===== config.mk =====
export PLATFORM = sky130hd
export DESIGN_NAME = ipa_addr_gen
export DESIGN_NICKNAME = d
export VERILOG_FILES = /design/src/verilog/ipa_pkg.sv /design/src/verilog/ipa_ptr_if.sv /design/src/verilog/ipa_addr_gen.sv /design/src/verilog/ipa_ptr_store.sv
export SDC_FILE = /design/constraint.sdc
export NUM_CORES = 1
export LEC_CHECK = 0
export ABC_AREA = 1
export BUFFER_PORTS_ARGS = -buffer_cell sky130_fd_sc_hd__buf_2
export CORE_MARGIN = 2
export CORE_UTILIZATION = 61
export DETAILED_ROUTE_END_ITERATION = 7
export PLACE_DENSITY = 0.8
export SLEW_MARGIN = 20
export SYNTH_ARGS = -nofsm -noshare
export SYNTH_HDL_FRONTEND = slang
export SYNTH_SLANG_ARGS = --single-unit

===== constraint.sdc =====
create_clock -name CLK_IN -period 6.88 [get_ports CLK_IN]
set_clock_uncertainty 0.05 [all_clocks]
set_input_delay 0.344 -clock CLK_IN [delete_from_list [all_inputs] [get_ports CLK_IN]]
set_output_delay 0.344 -clock CLK_IN [all_outputs]
set_load 0.03 [all_outputs]

===== src/verilog/ipa_pkg.sv =====
// Package of constants, types and helpers for the indirect pointer address generator
package ipa_pkg;
	localparam int PTR_W = 23;
	localparam int LOW_W = 16;
	localparam int HIGH_W = 7;
	localparam int DATA_W = 16;
	localparam int NUM_PTRS = 8;
	localparam int SEL_W = 3;
	localparam logic [LOW_W-1:0] STEP_SHORT = 16'h0001;
	localparam logic [LOW_W-1:0] STEP_WIDE = 16'h0002;
	localparam logic [PTR_W-1:0] ADDR_IRQ_ENABLE_LOW = 23'h000000;
	localparam logic [PTR_W-1:0] PTR_RESET = 23'h000000;
	localparam logic [DATA_W-1:0] DATA_RESET = 16'h0000;

	typedef enum logic [1:0] {FORM_PLAIN, FORM_POST_INC, FORM_POST_DEC, FORM_PRE_INC} ipa_form_t;
	typedef enum logic [1:0] {ST_IDLE, ST_FETCH, ST_SECOND} ipa_st_t;

	typedef struct packed {
		ipa_st_t st;
		ipa_form_t form;
		logic wide;
		logic [SEL_W-1:0] sel;
		logic circ;
		logic [LOW_W-1:0] buf_start;
		logic [PTR_W-1:0] addr;
		logic addr_valid;
		logic addr_second;
		logic [PTR_W-1:0] second_addr;
		logic fault;
		logic ready;
		logic lag_valid;
		logic lag_second;
		logic [DATA_W-1:0] temp_two;
		logic [DATA_W-1:0] temp_three;
	} ipa_state_t;

	localparam ipa_state_t STATE_RESET = '{st: ST_IDLE, form: FORM_PLAIN, ready: 1'b1, default: '0};

	typedef struct packed {
		logic [NUM_PTRS-1:0][PTR_W-1:0] words;
		logic [PTR_W-1:0] rdata;
	} ipa_mem_state_t;

	// Word step for one access width
	function automatic logic [LOW_W-1:0] step_of(input logic wide);
		return wide ? STEP_WIDE : STEP_SHORT;
	endfunction

	// Partner word of a long access: even goes up one, odd goes down one
	function automatic logic [PTR_W-1:0] pair_of(input logic [PTR_W-1:0] a);
		return a[0] ? a - 23'h000001 : a + 23'h000001;
	endfunction
endpackage


===== src/verilog/ipa_ptr_if.sv =====
// Interface between the address controller and its pointer store
`timescale 1ns/1ps
interface ipa_ptr_if;
	logic rd_en;
	logic [ipa_pkg::SEL_W-1:0] rd_sel;
	logic [ipa_pkg::PTR_W-1:0] rd_data;
	logic wr_en;
	logic [ipa_pkg::SEL_W-1:0] wr_sel;
	logic [ipa_pkg::PTR_W-1:0] wr_data;
	modport ctl (output rd_en, output rd_sel, input rd_data, output wr_en, output wr_sel, output wr_data);
	modport mem (input rd_en, input rd_sel, output rd_data, input wr_en, input wr_sel, input wr_data);
endinterface


===== src/verilog/ipa_addr_gen.sv =====
// Indirect pointer address generator for memory-mapped register accesses
`timescale 1ns/1ps
module ipa_addr_gen (
	input wire logic CLK_IN,
	input wire logic ARST_N_IN,
	input wire logic REQ_VALID_IN,
	input wire logic [1:0] REQ_FORM_IN,
	input wire logic REQ_WIDE_IN,
	input wire logic [2:0] REQ_PTR_SEL_IN,
	input wire logic REQ_CIRC_IN,
	input wire logic [15:0] REQ_BUF_START_IN,
	input wire logic LOAD_VALID_IN,
	input wire logic [2:0] LOAD_SEL_IN,
	input wire logic [22:0] LOAD_DATA_IN,
	input wire logic RD_VALID_IN,
	input wire logic [15:0] RD_DATA_IN,
	output logic READY_OUT,
	output logic [22:0] ADDR_OUT,
	output logic ADDR_VALID_OUT,
	output logic ADDR_SECOND_OUT,
	output logic FAULT_OUT,
	output logic [15:0] TEMP_TWO_OUT,
	output logic [15:0] TEMP_THREE_OUT
);
	ipa_pkg::ipa_state_t s_ff;
	ipa_pkg::ipa_state_t nxt_s;
	ipa_ptr_if pif ();

	logic [ipa_pkg::PTR_W-1:0] ptr;
	logic [ipa_pkg::LOW_W-1:0] step;
	logic [ipa_pkg::LOW_W-1:0] low_next;
	logic [ipa_pkg::LOW_W-1:0] eff_low;
	logic [ipa_pkg::LOW_W-1:0] base_low;
	logic [ipa_pkg::PTR_W-1:0] new_ptr;
	logic [ipa_pkg::PTR_W-1:0] first_addr;
	logic [ipa_pkg::PTR_W-1:0] second_addr;
	logic blocked;
	logic in_fetch;

	ipa_ptr_store u_store (
		.clk_in(CLK_IN),
		.arst_n_in(ARST_N_IN),
		.pif(pif.mem)
	);

	// Address arithmetic on the fetched pointer; only the low part steps
	always_comb begin
		ptr = pif.rd_data;
		step = ipa_pkg::step_of(s_ff.wide);
		if (s_ff.form == ipa_pkg::FORM_POST_DEC) begin
			low_next = ptr[15:0] - step;
		end else begin
			low_next = ptr[15:0] + step;
		end
		new_ptr = {ptr[22:16], low_next};
		eff_low = (s_ff.form == ipa_pkg::FORM_PRE_INC) ? low_next : ptr[15:0];
		base_low = s_ff.circ ? s_ff.buf_start + eff_low : eff_low;
		first_addr = {ptr[22:16], base_low};
		second_addr = ipa_pkg::pair_of(first_addr);
		blocked = (first_addr == ipa_pkg::ADDR_IRQ_ENABLE_LOW) ||
			(s_ff.wide && second_addr == ipa_pkg::ADDR_IRQ_ENABLE_LOW);
		in_fetch = (s_ff.st == ipa_pkg::ST_FETCH);
	end

	// Sequencer: take request, fetch pointer, issue one or two word addresses
	always_comb begin
		nxt_s = s_ff;
		nxt_s.addr_valid = 1'b0;
		nxt_s.addr_second = 1'b0;
		nxt_s.fault = 1'b0;
		pif.rd_en = 1'b0;
		pif.rd_sel = REQ_PTR_SEL_IN;
		pif.wr_en = 1'b0;
		pif.wr_sel = s_ff.sel;
		pif.wr_data = new_ptr;
		unique case (s_ff.st)
			ipa_pkg::ST_IDLE: begin
				if (s_ff.ready && LOAD_VALID_IN) begin
					pif.wr_en = 1'b1; // Pointer load wins over an access
					pif.wr_sel = LOAD_SEL_IN;
					pif.wr_data = LOAD_DATA_IN;
				end else if (s_ff.ready && REQ_VALID_IN) begin
					pif.rd_en = 1'b1;
					nxt_s.form = ipa_pkg::ipa_form_t'(REQ_FORM_IN);
					nxt_s.wide = REQ_WIDE_IN;
					nxt_s.sel = REQ_PTR_SEL_IN;
					nxt_s.circ = REQ_CIRC_IN;
					nxt_s.buf_start = REQ_BUF_START_IN;
					nxt_s.ready = 1'b0;
					nxt_s.st = ipa_pkg::ST_FETCH;
				end
			end
			ipa_pkg::ST_FETCH: begin
				if (blocked) begin
					nxt_s.fault = 1'b1;
					nxt_s.ready = 1'b1;
					nxt_s.st = ipa_pkg::ST_IDLE;
				end else begin
					nxt_s.addr = first_addr;
					nxt_s.addr_valid = 1'b1;
					nxt_s.second_addr = second_addr;
					pif.wr_en = (s_ff.form != ipa_pkg::FORM_PLAIN);
					nxt_s.ready = !s_ff.wide;
					nxt_s.st = s_ff.wide ? ipa_pkg::ST_SECOND : ipa_pkg::ST_IDLE;
				end
			end
			ipa_pkg::ST_SECOND: begin
				nxt_s.addr = s_ff.second_addr;
				nxt_s.addr_valid = 1'b1;
				nxt_s.addr_second = 1'b1;
				nxt_s.ready = 1'b1;
				nxt_s.st = ipa_pkg::ST_IDLE;
			end
			default: begin
				nxt_s.ready = 1'b1; // Unused state code falls back to idle
				nxt_s.st = ipa_pkg::ST_IDLE;
			end
		endcase
		// Read data one cycle after its address steers into the temp pair
		nxt_s.lag_valid = s_ff.addr_valid;
		nxt_s.lag_second = s_ff.addr_second;
		if (s_ff.lag_valid && RD_VALID_IN) begin
			if (s_ff.lag_second) begin
				nxt_s.temp_three = RD_DATA_IN;
			end else begin
				nxt_s.temp_two = RD_DATA_IN;
			end
		end
	end

	// State register
	always_ff @(posedge CLK_IN or negedge ARST_N_IN) begin
		if (!ARST_N_IN) begin
			s_ff <= ipa_pkg::STATE_RESET;
		end else begin
			s_ff <= nxt_s;
		end
	end

	// Outputs straight from the state register
	assign READY_OUT = s_ff.ready;
	assign ADDR_OUT = s_ff.addr;
	assign ADDR_VALID_OUT = s_ff.addr_valid;
	assign ADDR_SECOND_OUT = s_ff.addr_second;
	assign FAULT_OUT = s_ff.fault;
	assign TEMP_TWO_OUT = s_ff.temp_two;
	assign TEMP_THREE_OUT = s_ff.temp_three;
endmodule


===== src/verilog/ipa_ptr_store.sv =====
// Store of extended pointers with registered read data
`timescale 1ns/1ps
module ipa_ptr_store (
	input wire logic clk_in,
	input wire logic arst_n_in,
	ipa_ptr_if.mem pif
);
	ipa_pkg::ipa_mem_state_t s_ff;
	ipa_pkg::ipa_mem_state_t nxt_s;

	// Write port and registered read port; a read in a write cycle sees old data
	always_comb begin
		nxt_s = s_ff;
		if (pif.wr_en) begin
			nxt_s.words[pif.wr_sel] = pif.wr_data;
		end
		if (pif.rd_en) begin
			nxt_s.rdata = s_ff.words[pif.rd_sel];
		end
	end

	// State register
	always_ff @(posedge clk_in or negedge arst_n_in) begin
		if (!arst_n_in) begin
			s_ff <= '0;
		end else begin
			s_ff <= nxt_s;
		end
	end

	assign pif.rd_data = s_ff.rdata;
endmodule

==> summary.txt, run 1 <==
Status -> finished, final reports clean
Max stage delay on crit path -> 0.44 ns
Commonest non-fill, non-tap cell in the layout -> nand2_1
Slew Viols, Final -> 0
Final Non-Filler Cells -> 2,923
Crit end category -> flip-flop
I/O pins -> 129
Area Overhead vs Synth -> 10.1%
Distinct cells, synth -> 53
Gr usage total -> 33.4%
Max-cap violations -> 0
Worst reg2reg path depth -> 37
Wirelength per Cell -> 18.3 um
Slowest cell on the critical path -> dfrtp_2
Initial DRT Pass Iterations -> 5
Worst r2r dst -> u_store.s_ff[70]
Slew at the pin closest to its max-slew limit -> 1.09 ns
Routed wire length -> 53.4 mm
Largest net degree at the start of global routing -> 179
Max Fclk -> 155 MHz
Worst hold path type -> in -> reg
Overflow after GRT -> 0
Clock edge transition at the registers on the reported setup and hold paths -> 0.06 ns
Slew headroom -> 27.2%
Syn_nets -> 2,594
Ant. Diodes -> 0
Die Y -> 178 um
Gp weighted congestion -> 0.936
Clock sinks -> 316
Post-Syn Area -> 0.0184 sq mm
Initial Util -> 62.0%
Reg2reg setup slack -> 0.44 ns
Number of H-tree levels -> 2
Die ar. -> 0.0316 sq mm
Fillers -> 2,514
Clk_lat worst skew -> 0.53 ns
Die width -> 178 um
Sequential fraction of the synthesis area -> 42.9%
Endpoints failing setup -> 0
FP Rows -> 63
Share of layout cells above drive strength 1 -> 12.6%
Worst r2r src -> s_ff[105]
Initial antenna violation count -> 0
Synth Flop Type -> dfrtp_1
Req. time, crit path -> 7.24 ns
Crit Path Max Fanout -> 36
Number of remaining DRC errors -> 0
Startpoint Class -> flip-flop
Final #Nets -> 2,628
Crit path from -> s_ff[105]
Warnings, synthesis -> 0
IO buf count -> 128
Via-per-instance ratio -> 5.93
Post-synth EDFFs -> 0
Fin crit period -> 6.44 ns
Setup crit end -> u_store.s_ff[70]
Final hold vios -> 0
Most used cell, CP -> nand2_1
Fin worst setup slack -> 0.441 ns
Root buf cell -> clkbuf_16
Seq cells post-synth -> 316
Vias -> 17,300
Initial DRC Count -> 1,892
Final core utilization -> 68.3%
Dpl ws -> 0.130 ns
Synth Area per Inst -> 7.44 sq um
CP arrival -> 6.80 ns
Share of Yosys cell area claimed by the top area cell type -> 42.8%
Crit Path Class -> reg -> reg
First-pass GRT wire length -> 84.3 mm
CTS Buf Count -> 35
CTS tree -> done
Synth top area cells -> dfrtp_1 (43%), nand2_1 (18%), nand3_1 (7.4%)
Tcrit/Tclk final -> 93.6%
Post-Synthesis Cells -> 2,478
DP Wirelength -> 35.3 mm
Core area -> 0.0297 sq mm
Clk buf depth -> 3
Vias in the first global route -> 16,400
Commonest non-fill, non-tap cells in the layout -> nand2_1 (873), dfrtp_1 (314), nand3_1 (272), nor2_1 (156), o21ai_0 (142)
Area leader, netlist -> dfrtp_1
Async SR Flop Fraction -> 100%
Cells after DPL -> 2,840
Routed Antenna Nets -> 0
[through the flow]
stage | instance area, sq um | hold slack [ns] | setup TNS, ns
finish | 20300 | 0.0158 | 0
global route | 20300 | 0.0135 | -0.0274
CTS | 20000 | 0.000122 | 0
detailed placement | 18800 | 0.316 | 0
global placement | 18800 | 0.311 | 0
floorplan | 18400 | -0.00159 | 0
[logic make-up after synthesis]
kind of cell    after synthesis  synth area share [%]
compound gates              340                  10.7
flops                       316                  42.9
mux                           7                 0.428
buf+inv                     326                  8.88
xor+xnor                     29                  1.42
fa+ha+maj                    46                  3.21
simple gates               1414                  32.5
[layer usage]
layer  track usage [%]  vias up  routed length (um)
met5             0.321        -                   0
met4              12.3        0                1630
met3              5.55      124                4520
met2              54.7      867               25100
met1              44.6     8194               22200
li1                  -     8148                   -
[state kept, by name, summed over array words and instances, names as in the netlist]
signal               flops
s_ff                    50
TEMP_TWO_OUT            16
FAULT_OUT                1
ADDR_VALID_OUT           1
ADDR_SECOND_OUT          1
ADDR_OUT                23
u_store.s_ff           184
u_store.pif.rd_data     23
READY_OUT                1
TEMP_THREE_OUT          16
[worst min path at each step]
stage                         startpoint     endpoint  slack (ns)  cells past startpoint
CTS                  REQ_BUF_START_IN[6]     s_ff[90]      0.0001                      3
detailed placement       ADDR_SECOND_OUT     s_ff[32]        0.32                      0
floorplan                      ARST_N_IN  ADDR_OUT[0]      -0.002                      0
global route         REQ_BUF_START_IN[6]     s_ff[90]        0.01                      3
global placement          ADDR_VALID_OUT     s_ff[33]        0.31                      0
finish              REQ_BUF_START_IN[13]     s_ff[97]        0.02                      3
[synth_stat cells, types with 24 or more instances]
library cell	number
nand4_1	33
a21oi_1	102
inv_1	120
o21ai_0	144
buf_4	62
clkbuf_1	75
nor2_1	168
nand2_1	876
ha_1	44
dfrtp_1	315
o22ai_1	24
nand3_1	273
[layout make-up]
| class | count | area, sq um | share of cell area (%) |
|---|---|---|---|
| Tap cell | 390 | 488 | 2.41 |
| Multi-Input combinational cell | 1838 | 9100 | 44.8 |
| Inverter | 139 | 523 | 2.58 |
| Sequential cell | 316 | 7910 | 39.0 |
| Clock inverter | 8 | 90.1 | 0.444 |
| Timing Repair Buffer | 182 | 1170 | 5.75 |
| Clock buffer | 50 | 1010 | 4.99 |
[worst max-delay path: cells and delay by family (launching register included)]
kind / cells / cell delay [ns]
AOI/OAI and AO/OA: 7 / 1.44
adders and majority gates: 3 / 1.14
DFF: 1 / 0.44
buffers and inverters: 8 / 0.98
xor gates and xnor gates: 1 / 0.24
and+or+nand+nor: 18 / 2.00
[what timing repair did]
action                     4_1_cts  5_1_grt
hold endpoints to repair       107        0
hold buffers                    12        0
resized for setup                0       34
buffers inserted                 0        9
setup endpoints to repair        0      234
Power of run 1 is not shown: default switching activity piles up to over one toggle a cycle in this logic, so the estimate is an artifact.
==> run 2: changes to the inputs <==
--- a/config.mk
+++ b/config.mk
@@ -6,11 +6,11 @@
 export NUM_CORES = 1
 export LEC_CHECK = 0
 export ABC_AREA = 1
-export BUFFER_PORTS_ARGS = -buffer_cell sky130_fd_sc_hd__buf_2
 export CORE_MARGIN = 2
-export CORE_UTILIZATION = 61
+export CORE_UTILIZATION = 65
 export DETAILED_ROUTE_END_ITERATION = 7
-export PLACE_DENSITY = 0.8
+export DONT_BUFFER_PORTS = 1
+export PLACE_DENSITY = 0.81
 export SLEW_MARGIN = 20
 export SYNTH_ARGS = -nofsm -noshare
 export SYNTH_HDL_FRONTEND = slang
==> run 2 against run 1 <==
The run now ends with negative hold slack left. Clock-buffer cell count unchanged. Critical path depth decreased by 1. Hold slack worse by 0.54 ns. Critical endpoint is now u_store.s_ff[170]. Cell area decreased by 1.6%. Die area decreased by 6.0%. Via count fell by 1.0%. Register-to-register slack lost 0.15 ns. Fmax is 2.2% lower.
==> summary.txt, run 2 (synthesis results as in run 1) <==
Clk_lat worst skew -> 0.54 ns (about the same)
Worst r2r src -> s_ff[104]
Dpl ws -> 0.179 ns (+0.0484 ns)
Max FFs per register -> 184 (unchanged)
DP Wirelength -> 33.8 mm (-4.3%)
Crit end category -> flip-flop
Die width -> 172 um (-3.1%)
Root buf cell -> clkbuf_16
Routed Antenna Nets -> 0 (unchanged)
Initial DRT Pass Iterations -> 7 (+2)
Final Non-Filler Cells -> 2,812 (-3.8%)
Slowest cell on the critical path -> dfrtp_1
Final #Nets -> 2,523 (-4.0%)
Biggest regs -> u_store.s_ff x184, s_ff x50
Failing checks -> negative hold slack
Status -> finished with violations
Area Overhead vs Synth -> 8.37%
Fin worst setup slack -> 0.296 ns (-0.145 ns)
Routed wire length -> 53.5 mm (+0.16%)
FP Rows -> 61 (-3.2%)
Slew Viols, Final -> 0 (unchanged)
Register area -> 0.00791 sq mm (unchanged)
IO buf count -> 0 (-100%)
Max stage delay on crit path -> 0.43 ns (about the same)
Commonest non-fill, non-tap cell in the layout -> nand2_1
Number of H-tree levels -> 2 (unchanged)
Max Fclk -> 152 MHz (-2.2%)
Cells after DPL -> 2,697 (-5.0%)
Hold Slack -> -0.527 ns (-0.543 ns)
Startpoint Class -> flip-flop
Vias in the first global route -> 15,900 (-3.0%)
Slew headroom -> 29.1% (+1.9 points)
CTS Buf Count -> 35 (unchanged)
Core area -> 0.0279 sq mm (-6.3%)
Max-cap violations -> 0 (unchanged)
Req. time, crit path -> 7.25 ns (about the same)
Clk buf depth -> 3 (unchanged)
Largest net degree at the start of global routing -> 317 (+77%)
Commonest non-fill, non-tap cells in the layout -> nand2_1 (871), dfrtp_1 (314), nand3_1 (271), nor2_1 (152), o21ai_0 (142)
Endpoints failing setup -> 0 (unchanged)
Final hold vios -> 316 (+316)
Via-per-instance ratio -> 6.10 (+2.9%)
Gr usage total -> 35.5% (+2.1 points)
Fin crit period -> 6.58 ns (+0.145 ns)
First-pass GRT wire length -> 83.2 mm (-1.3%)
Worst hold path type -> in -> async
Overflow after GRT -> 0 (unchanged)
Clock sinks -> 316 (unchanged)
Clock edge transition at the registers on the reported setup and hold paths -> 0.06 ns (about the same)
Die ar. -> 0.0297 sq mm (-6.0%)
Number of remaining DRC errors -> 0 (unchanged)
Initial antenna violation count -> 2 (+2)
Initial DRC Count -> 2,266 (+20%)
Fillers -> 2,176 (-13%)
CP arrival -> 6.95 ns (+0.15 ns)
I/O pins -> 129 (unchanged)
Wirelength per Cell -> 19.0 um (+4.1%)
Crit Path Class -> reg -> reg
Most used cell, CP -> nand2_1
CTS Hold Bufs -> 39 (+27)
Crit path from -> s_ff[104]
Tcrit/Tclk final -> 95.7% (+2.1 points)
Largest Register -> u_store.s_ff
Slew at the pin closest to its max-slew limit -> 1.06 ns (-0.0315 ns)
Share of layout cells above drive strength 1 -> 8.02% (-4.5 points)
Gp weighted congestion -> 1.00 (+7.0%)
CTS tree -> done
Die Y -> 172 um (-3.1%)
Multi-input logic area -> 0.00911 sq mm (+0.17%)
Vias -> 17,200 (-1.0%)
Initial Util -> 66.1% (+4.1 points)
Crit Path Max Fanout -> 32 (-11%)
## run 2: changes by cell type in the layout (fill, tap and decap cells not counted), moves of 2 or more
| cell | delta |
|---|---|
| diode_2 | +2 |
| nor2_1 | -4 |
| buf_12 | +2 |
| nor2_2 | +4 |
| nand2_2 | +2 |
| buf_4 | -7 |
| dlygate4sd3_1 | +27 |
| nand2_1 | -2 |
| buf_2 | -127 |
## run 2: final cells by class
cell class	instances	share of cell area [%]
Inverter	139	2.62
Multi-Input combinational cell	1838	45.6
Antenna cell	2	0.0251
Sequential cell	316	39.6
Timing Repair Buffer	77	3.92
Clock inverter	12	0.696
Tap cell	378	2.37
Clock buffer	50	5.12
## run 2: what timing repair did
item                                    in CTS  in global routing
hold endpoints to repair                   371                316
endpoints found under the setup margin       0                234
setup buffers                                0                  9
resized for setup                            0                 40
## run 2: path summary, 6_finish.rpt
kind,end,slack (ns),depth (start not counted)
setup / recovery,u_store.s_ff[170],0.30,36
hold / removal,TEMP_THREE_OUT[4],-0.53,0
setup reg to reg,u_store.s_ff[170],0.30,36
hold reg to reg,u_store.s_ff[55],0.41,2
max in group asynchronous,s_ff[105],6.91,0
min in group CLK_IN,u_store.pif.rd_data[19],0.09,3
## run 2: metal layers
layer | vias up | global-route usage (%) | part of all wire, %
met4 | 2 | 15.3 | 3.6
met3 | 148 | 6.09 | 9.0
met5 | - | 1.04 | 0.075
met2 | 944 | 56.5 | 46
met1 | 8130 | 47.9 | 41
li1 | 7931 | - | -
## run 2: worst max-delay path: cells and delay by family (launching register included)
family                     cells  cell delay [ns]
adders and majority gates      4             1.35
DFF                            1             0.43
AOI/OAI and AO/OA              7             1.50
buffers and inverters          7             0.90
xor gates and xnor gates       2             0.46
and+or+nand+nor               16             1.77
## run 2: stage by stage
stage,utilization (%),setup TNS [ns],cell area (sq um)
finish,71.7,0,20000
detailed placement,65.0,0,18100
global placement,65.0,0,18100
floorplan,-,0,18400
global route,71.7,-0.413,20000
CTS,70.6,0,19700
Power of run 2 is left out for the same reason.
==> run 3: changes to the inputs <==
--- a/config.mk
+++ b/config.mk
@@ -5,7 +5,7 @@
 export SDC_FILE = /design/constraint.sdc
 export NUM_CORES = 1
 export LEC_CHECK = 0
-export ABC_AREA = 1
+export ABC_AREA = 0
 export CORE_MARGIN = 2
 export CORE_UTILIZATION = 65
 export DETAILED_ROUTE_END_ITERATION = 7
==> run 3 against run 2 <==
The flow still finishes with violations (negative hold slack). Area after synthesis decreased by 2.8%. Sequential cell count is the same. Sequential share of layout area fell by 0.50 points. Cell area rose by 1.3%. Synthesized cell count shrank 36%. Via count shrank 22%. Final cell count is 30% lower. Die area fell by 2.7%. Clock-buffer cell count decreased by 3. Hold slack lost 0.0090 ns. Highest routed layer is now met4.
==> summary.txt, run 3 <==
Gr usage total -> 32.3% (-3.2 points)
CTS Hold Bufs -> 39 (unchanged)
Initial antenna violation count -> 0 (-2)
Async SR Flop Fraction -> 100% (unchanged)
Vias in the first global route -> 13,300 (-16%)
DP Wirelength -> 30.2 mm (-11%)
I/O pins -> 129 (unchanged)
Vias -> 13,300 (-22%)
Worst r2r src -> s_ff[104]
XOR/XNOR Fraction of Synth Area -> 2.59% (+1.2 points)
Post-synth EDFFs -> 0 (unchanged)
Commonest non-fill, non-tap cell in the layout -> dfrtp_1
Clock sinks -> 316 (unchanged)
Initial Util -> 66.3% (+0.16 points)
Largest Register -> u_store.s_ff
Failing checks -> negative hold slack
Clk buf depth -> 3 (unchanged)
CTS tree -> done
First-pass GRT wire length -> 72.6 mm (-13%)
Crit Path Class -> reg -> reg
Most used cell, CP -> buf_4
Status -> finished with violations
Initial DRC Count -> 1,258 (-44%)
Biggest regs -> u_store.s_ff x184, s_ff x50
Clock edge transition at the registers on the reported setup and hold paths -> 0.06 ns (about the same)
Clk_lat worst skew -> 0.54 ns (about the same)
Wirelength per Cell -> 24.4 um (+28%)
CP arrival -> 7.12 ns (+0.17 ns)
Worst r2r dst -> u_store.s_ff[128]
Area leader, netlist -> dfrtp_1
Number of remaining DRC errors -> 0 (unchanged)
Synth Area in Compound Gates -> 10.7% (+0.016 points)
Seq cells post-synth -> 316 (unchanged)
Syn_nets -> 1,703 (-34%)
Setup crit end -> u_store.s_ff[128]
Slew Viols, Final -> 0 (unchanged)
Post-Synth Simple-Gate Area -> 9.81% (-23 points)
Largest family of logic cells by synthesized area -> multiplexers
Max FFs per register -> 184 (unchanged)
Post-Synthesis Cells -> 1,587 (-36%)
Overflow after GRT -> 0 (unchanged)
Via-per-instance ratio -> 6.82 (+12%)
Worst reg2reg path depth -> 28 (-22%)
CTS Buf Count -> 35 (unchanged)
Ant. Diodes -> 0 (-2)
Fin crit period -> 6.76 ns (+0.174 ns)
Die Y -> 170 um (-1.4%)
Routed wire length -> 47.8 mm (-11%)
Post-Syn Area -> 0.0179 sq mm (-2.8%)
IO buf count -> 0 (unchanged)
Synth Flop Type -> dfrtp_1
Hold Slack -> -0.536 ns (-0.00900 ns)
Reg2reg setup slack -> 0.12 ns (-0.17 ns)
Req. time, crit path -> 7.24 ns (about the same)
Startpoint Class -> flip-flop
Area Overhead vs Synth -> 12.8%
Die ar. -> 0.0289 sq mm (-2.7%)
Crit Path Max Fanout -> 10 (-69%)
Max stage delay on crit path -> 0.48 ns (+0.05 ns)
Crit path from -> s_ff[104]
Synth Area per Inst -> 11.3 sq um (+52%)
Top-count cell post-synth -> dfrtp_1
Gp weighted congestion -> 0.964 (-3.7%)
Worst hold path type -> in -> async
Number of H-tree levels -> 2 (unchanged)
Slew at the pin closest to its max-slew limit -> 1.14 ns (+0.0840 ns)
Endpoints failing setup -> 0 (unchanged)
Root buf cell -> clkbuf_16
Synth top cells by count -> dfrtp_1 (315), mux2_2 (233), nand2_1 (130)
Share of layout cells above drive strength 1 -> 30.0% (+22 points)
Slew headroom -> 23.3% (-5.8 points)
Die width -> 170 um (-1.4%)
Initial DRT Pass Iterations -> 5 (-2)
FP Rows -> 60 (-1.6%)
Mux cell area share after synthesis -> 23.9% (+23 points)
Share of Yosys cell area claimed by the top area cell type -> 44.0% (+1.2 points)
Largest net degree at the start of global routing -> 317 (unchanged)
Crit end category -> flip-flop
Max Fclk -> 148 MHz (-2.6%)
Sequential fraction of the synthesis area -> 44.1% (+1.2 points)
Tcrit/Tclk final -> 98.2% (+2.5 points)
Max-cap violations -> 0 (unchanged)
Distinct cells, synth -> 75 (+42%)
Synth top area cells -> dfrtp_1 (44%), mux2_2 (15%), mux4_2 (5.8%)
Warnings, synthesis -> 0 (unchanged)
Final hold vios -> 316 (unchanged)
Core area -> 0.0270 sq mm (-3.0%)
Slowest cell on the critical path -> fa_2
Final #Nets -> 1,710 (-32%)
Commonest non-fill, non-tap cells in the layout -> dfrtp_1 (315), mux2_2 (233), nand2_1 (128), o21ai_0 (87), buf_4 (74)
Adder-cell share of the synthesized area -> 3.30% (+0.091 points)
Routed Antenna Nets -> 0 (unchanged)
-- run 3: layer usage --
layer  vias up  GRT usage [%]  share of wire [%]
li1       5793              -                  -
met1      6856           41.6                 39
met2       541           54.2                 50
met3       145           4.84                6.4
met4         0           14.9                4.8
met5         -              0                  0
-- run 3: cell families (layout without fill, tap and decap cells) --
logic type | Yosys count | count (layout)
simple gates | 350 | 350
mux | 337 | 337
flops | 316 | 316
compound gates | 282 | 282
buf+inv | 203 | 231
xor+xnor | 53 | 53
fa+ha+maj | 46 | 46
-- run 3: critical path: cells and delay by family, from the launching register on --
family	cells	cell delay [ns]
AO/OA/AOI/OAI	7	1.52
adder cells (fa/ha/maj)	4	1.44
buffers and inverters	7	1.27
AND/OR/NAND/NOR	8	1.19
XOR/XNOR	1	0.43
flip-flops	1	0.37
multiplexers	1	0.34
-- run 3: area by class of cell --
class / count / area [sq um]
Sequential cell: 316 / 7910
Inverter: 45 / 169
Clock buffer: 47 / 961
Timing Repair Buffer: 128 / 1240
Fill cell: 1679 / 6810
Multi-Input combinational cell: 1068 / 9400
Tap cell: 341 / 427
Clock inverter: 11 / 108
-- run 3: worst min-delay path by stage --
| stage | slack, ns | to | cells after the start | start |
|---|---|---|---|---|
| floorplan | -0.002 | ADDR_OUT[0] | 0 | ARST_N_IN |
| global placement | 0.008 | s_ff[91] | 0 | ARST_N_IN |
| detailed placement | 0.01 | s_ff[94] | 0 | ARST_N_IN |
| CTS | -0.55 | s_ff[91] | 0 | ARST_N_IN |
| global route | -0.56 | s_ff[91] | 0 | ARST_N_IN |
| finish | -0.54 | s_ff[91] | 0 | ARST_N_IN |
-- run 3: what timing repair did --
item	CTS	global route
endpoints found under the hold margin	376	316
gates resized for setup	1	56
pin swaps	0	16
setup buffers	0	16
gates cloned	0	4
setup endpoints to repair	33	231
-- run 3: stage by stage --
stage	TNS (ns)	instance area [sq um]	worst slack [ns]	std cells	util (%)
final	0	20200	0.122	1956	74.8
after floorplan	0	18000	0.00241	1587	-
after global routing	-5.40	20200	-0.112	1956	74.8
after CTS	0	19700	0.0173	1936	73.0
after global placement	0	18300	0.168	1839	67.6
after detailed placement	0	18300	0.0929	1839	67.6
Power of run 3 is left out for the same reason.
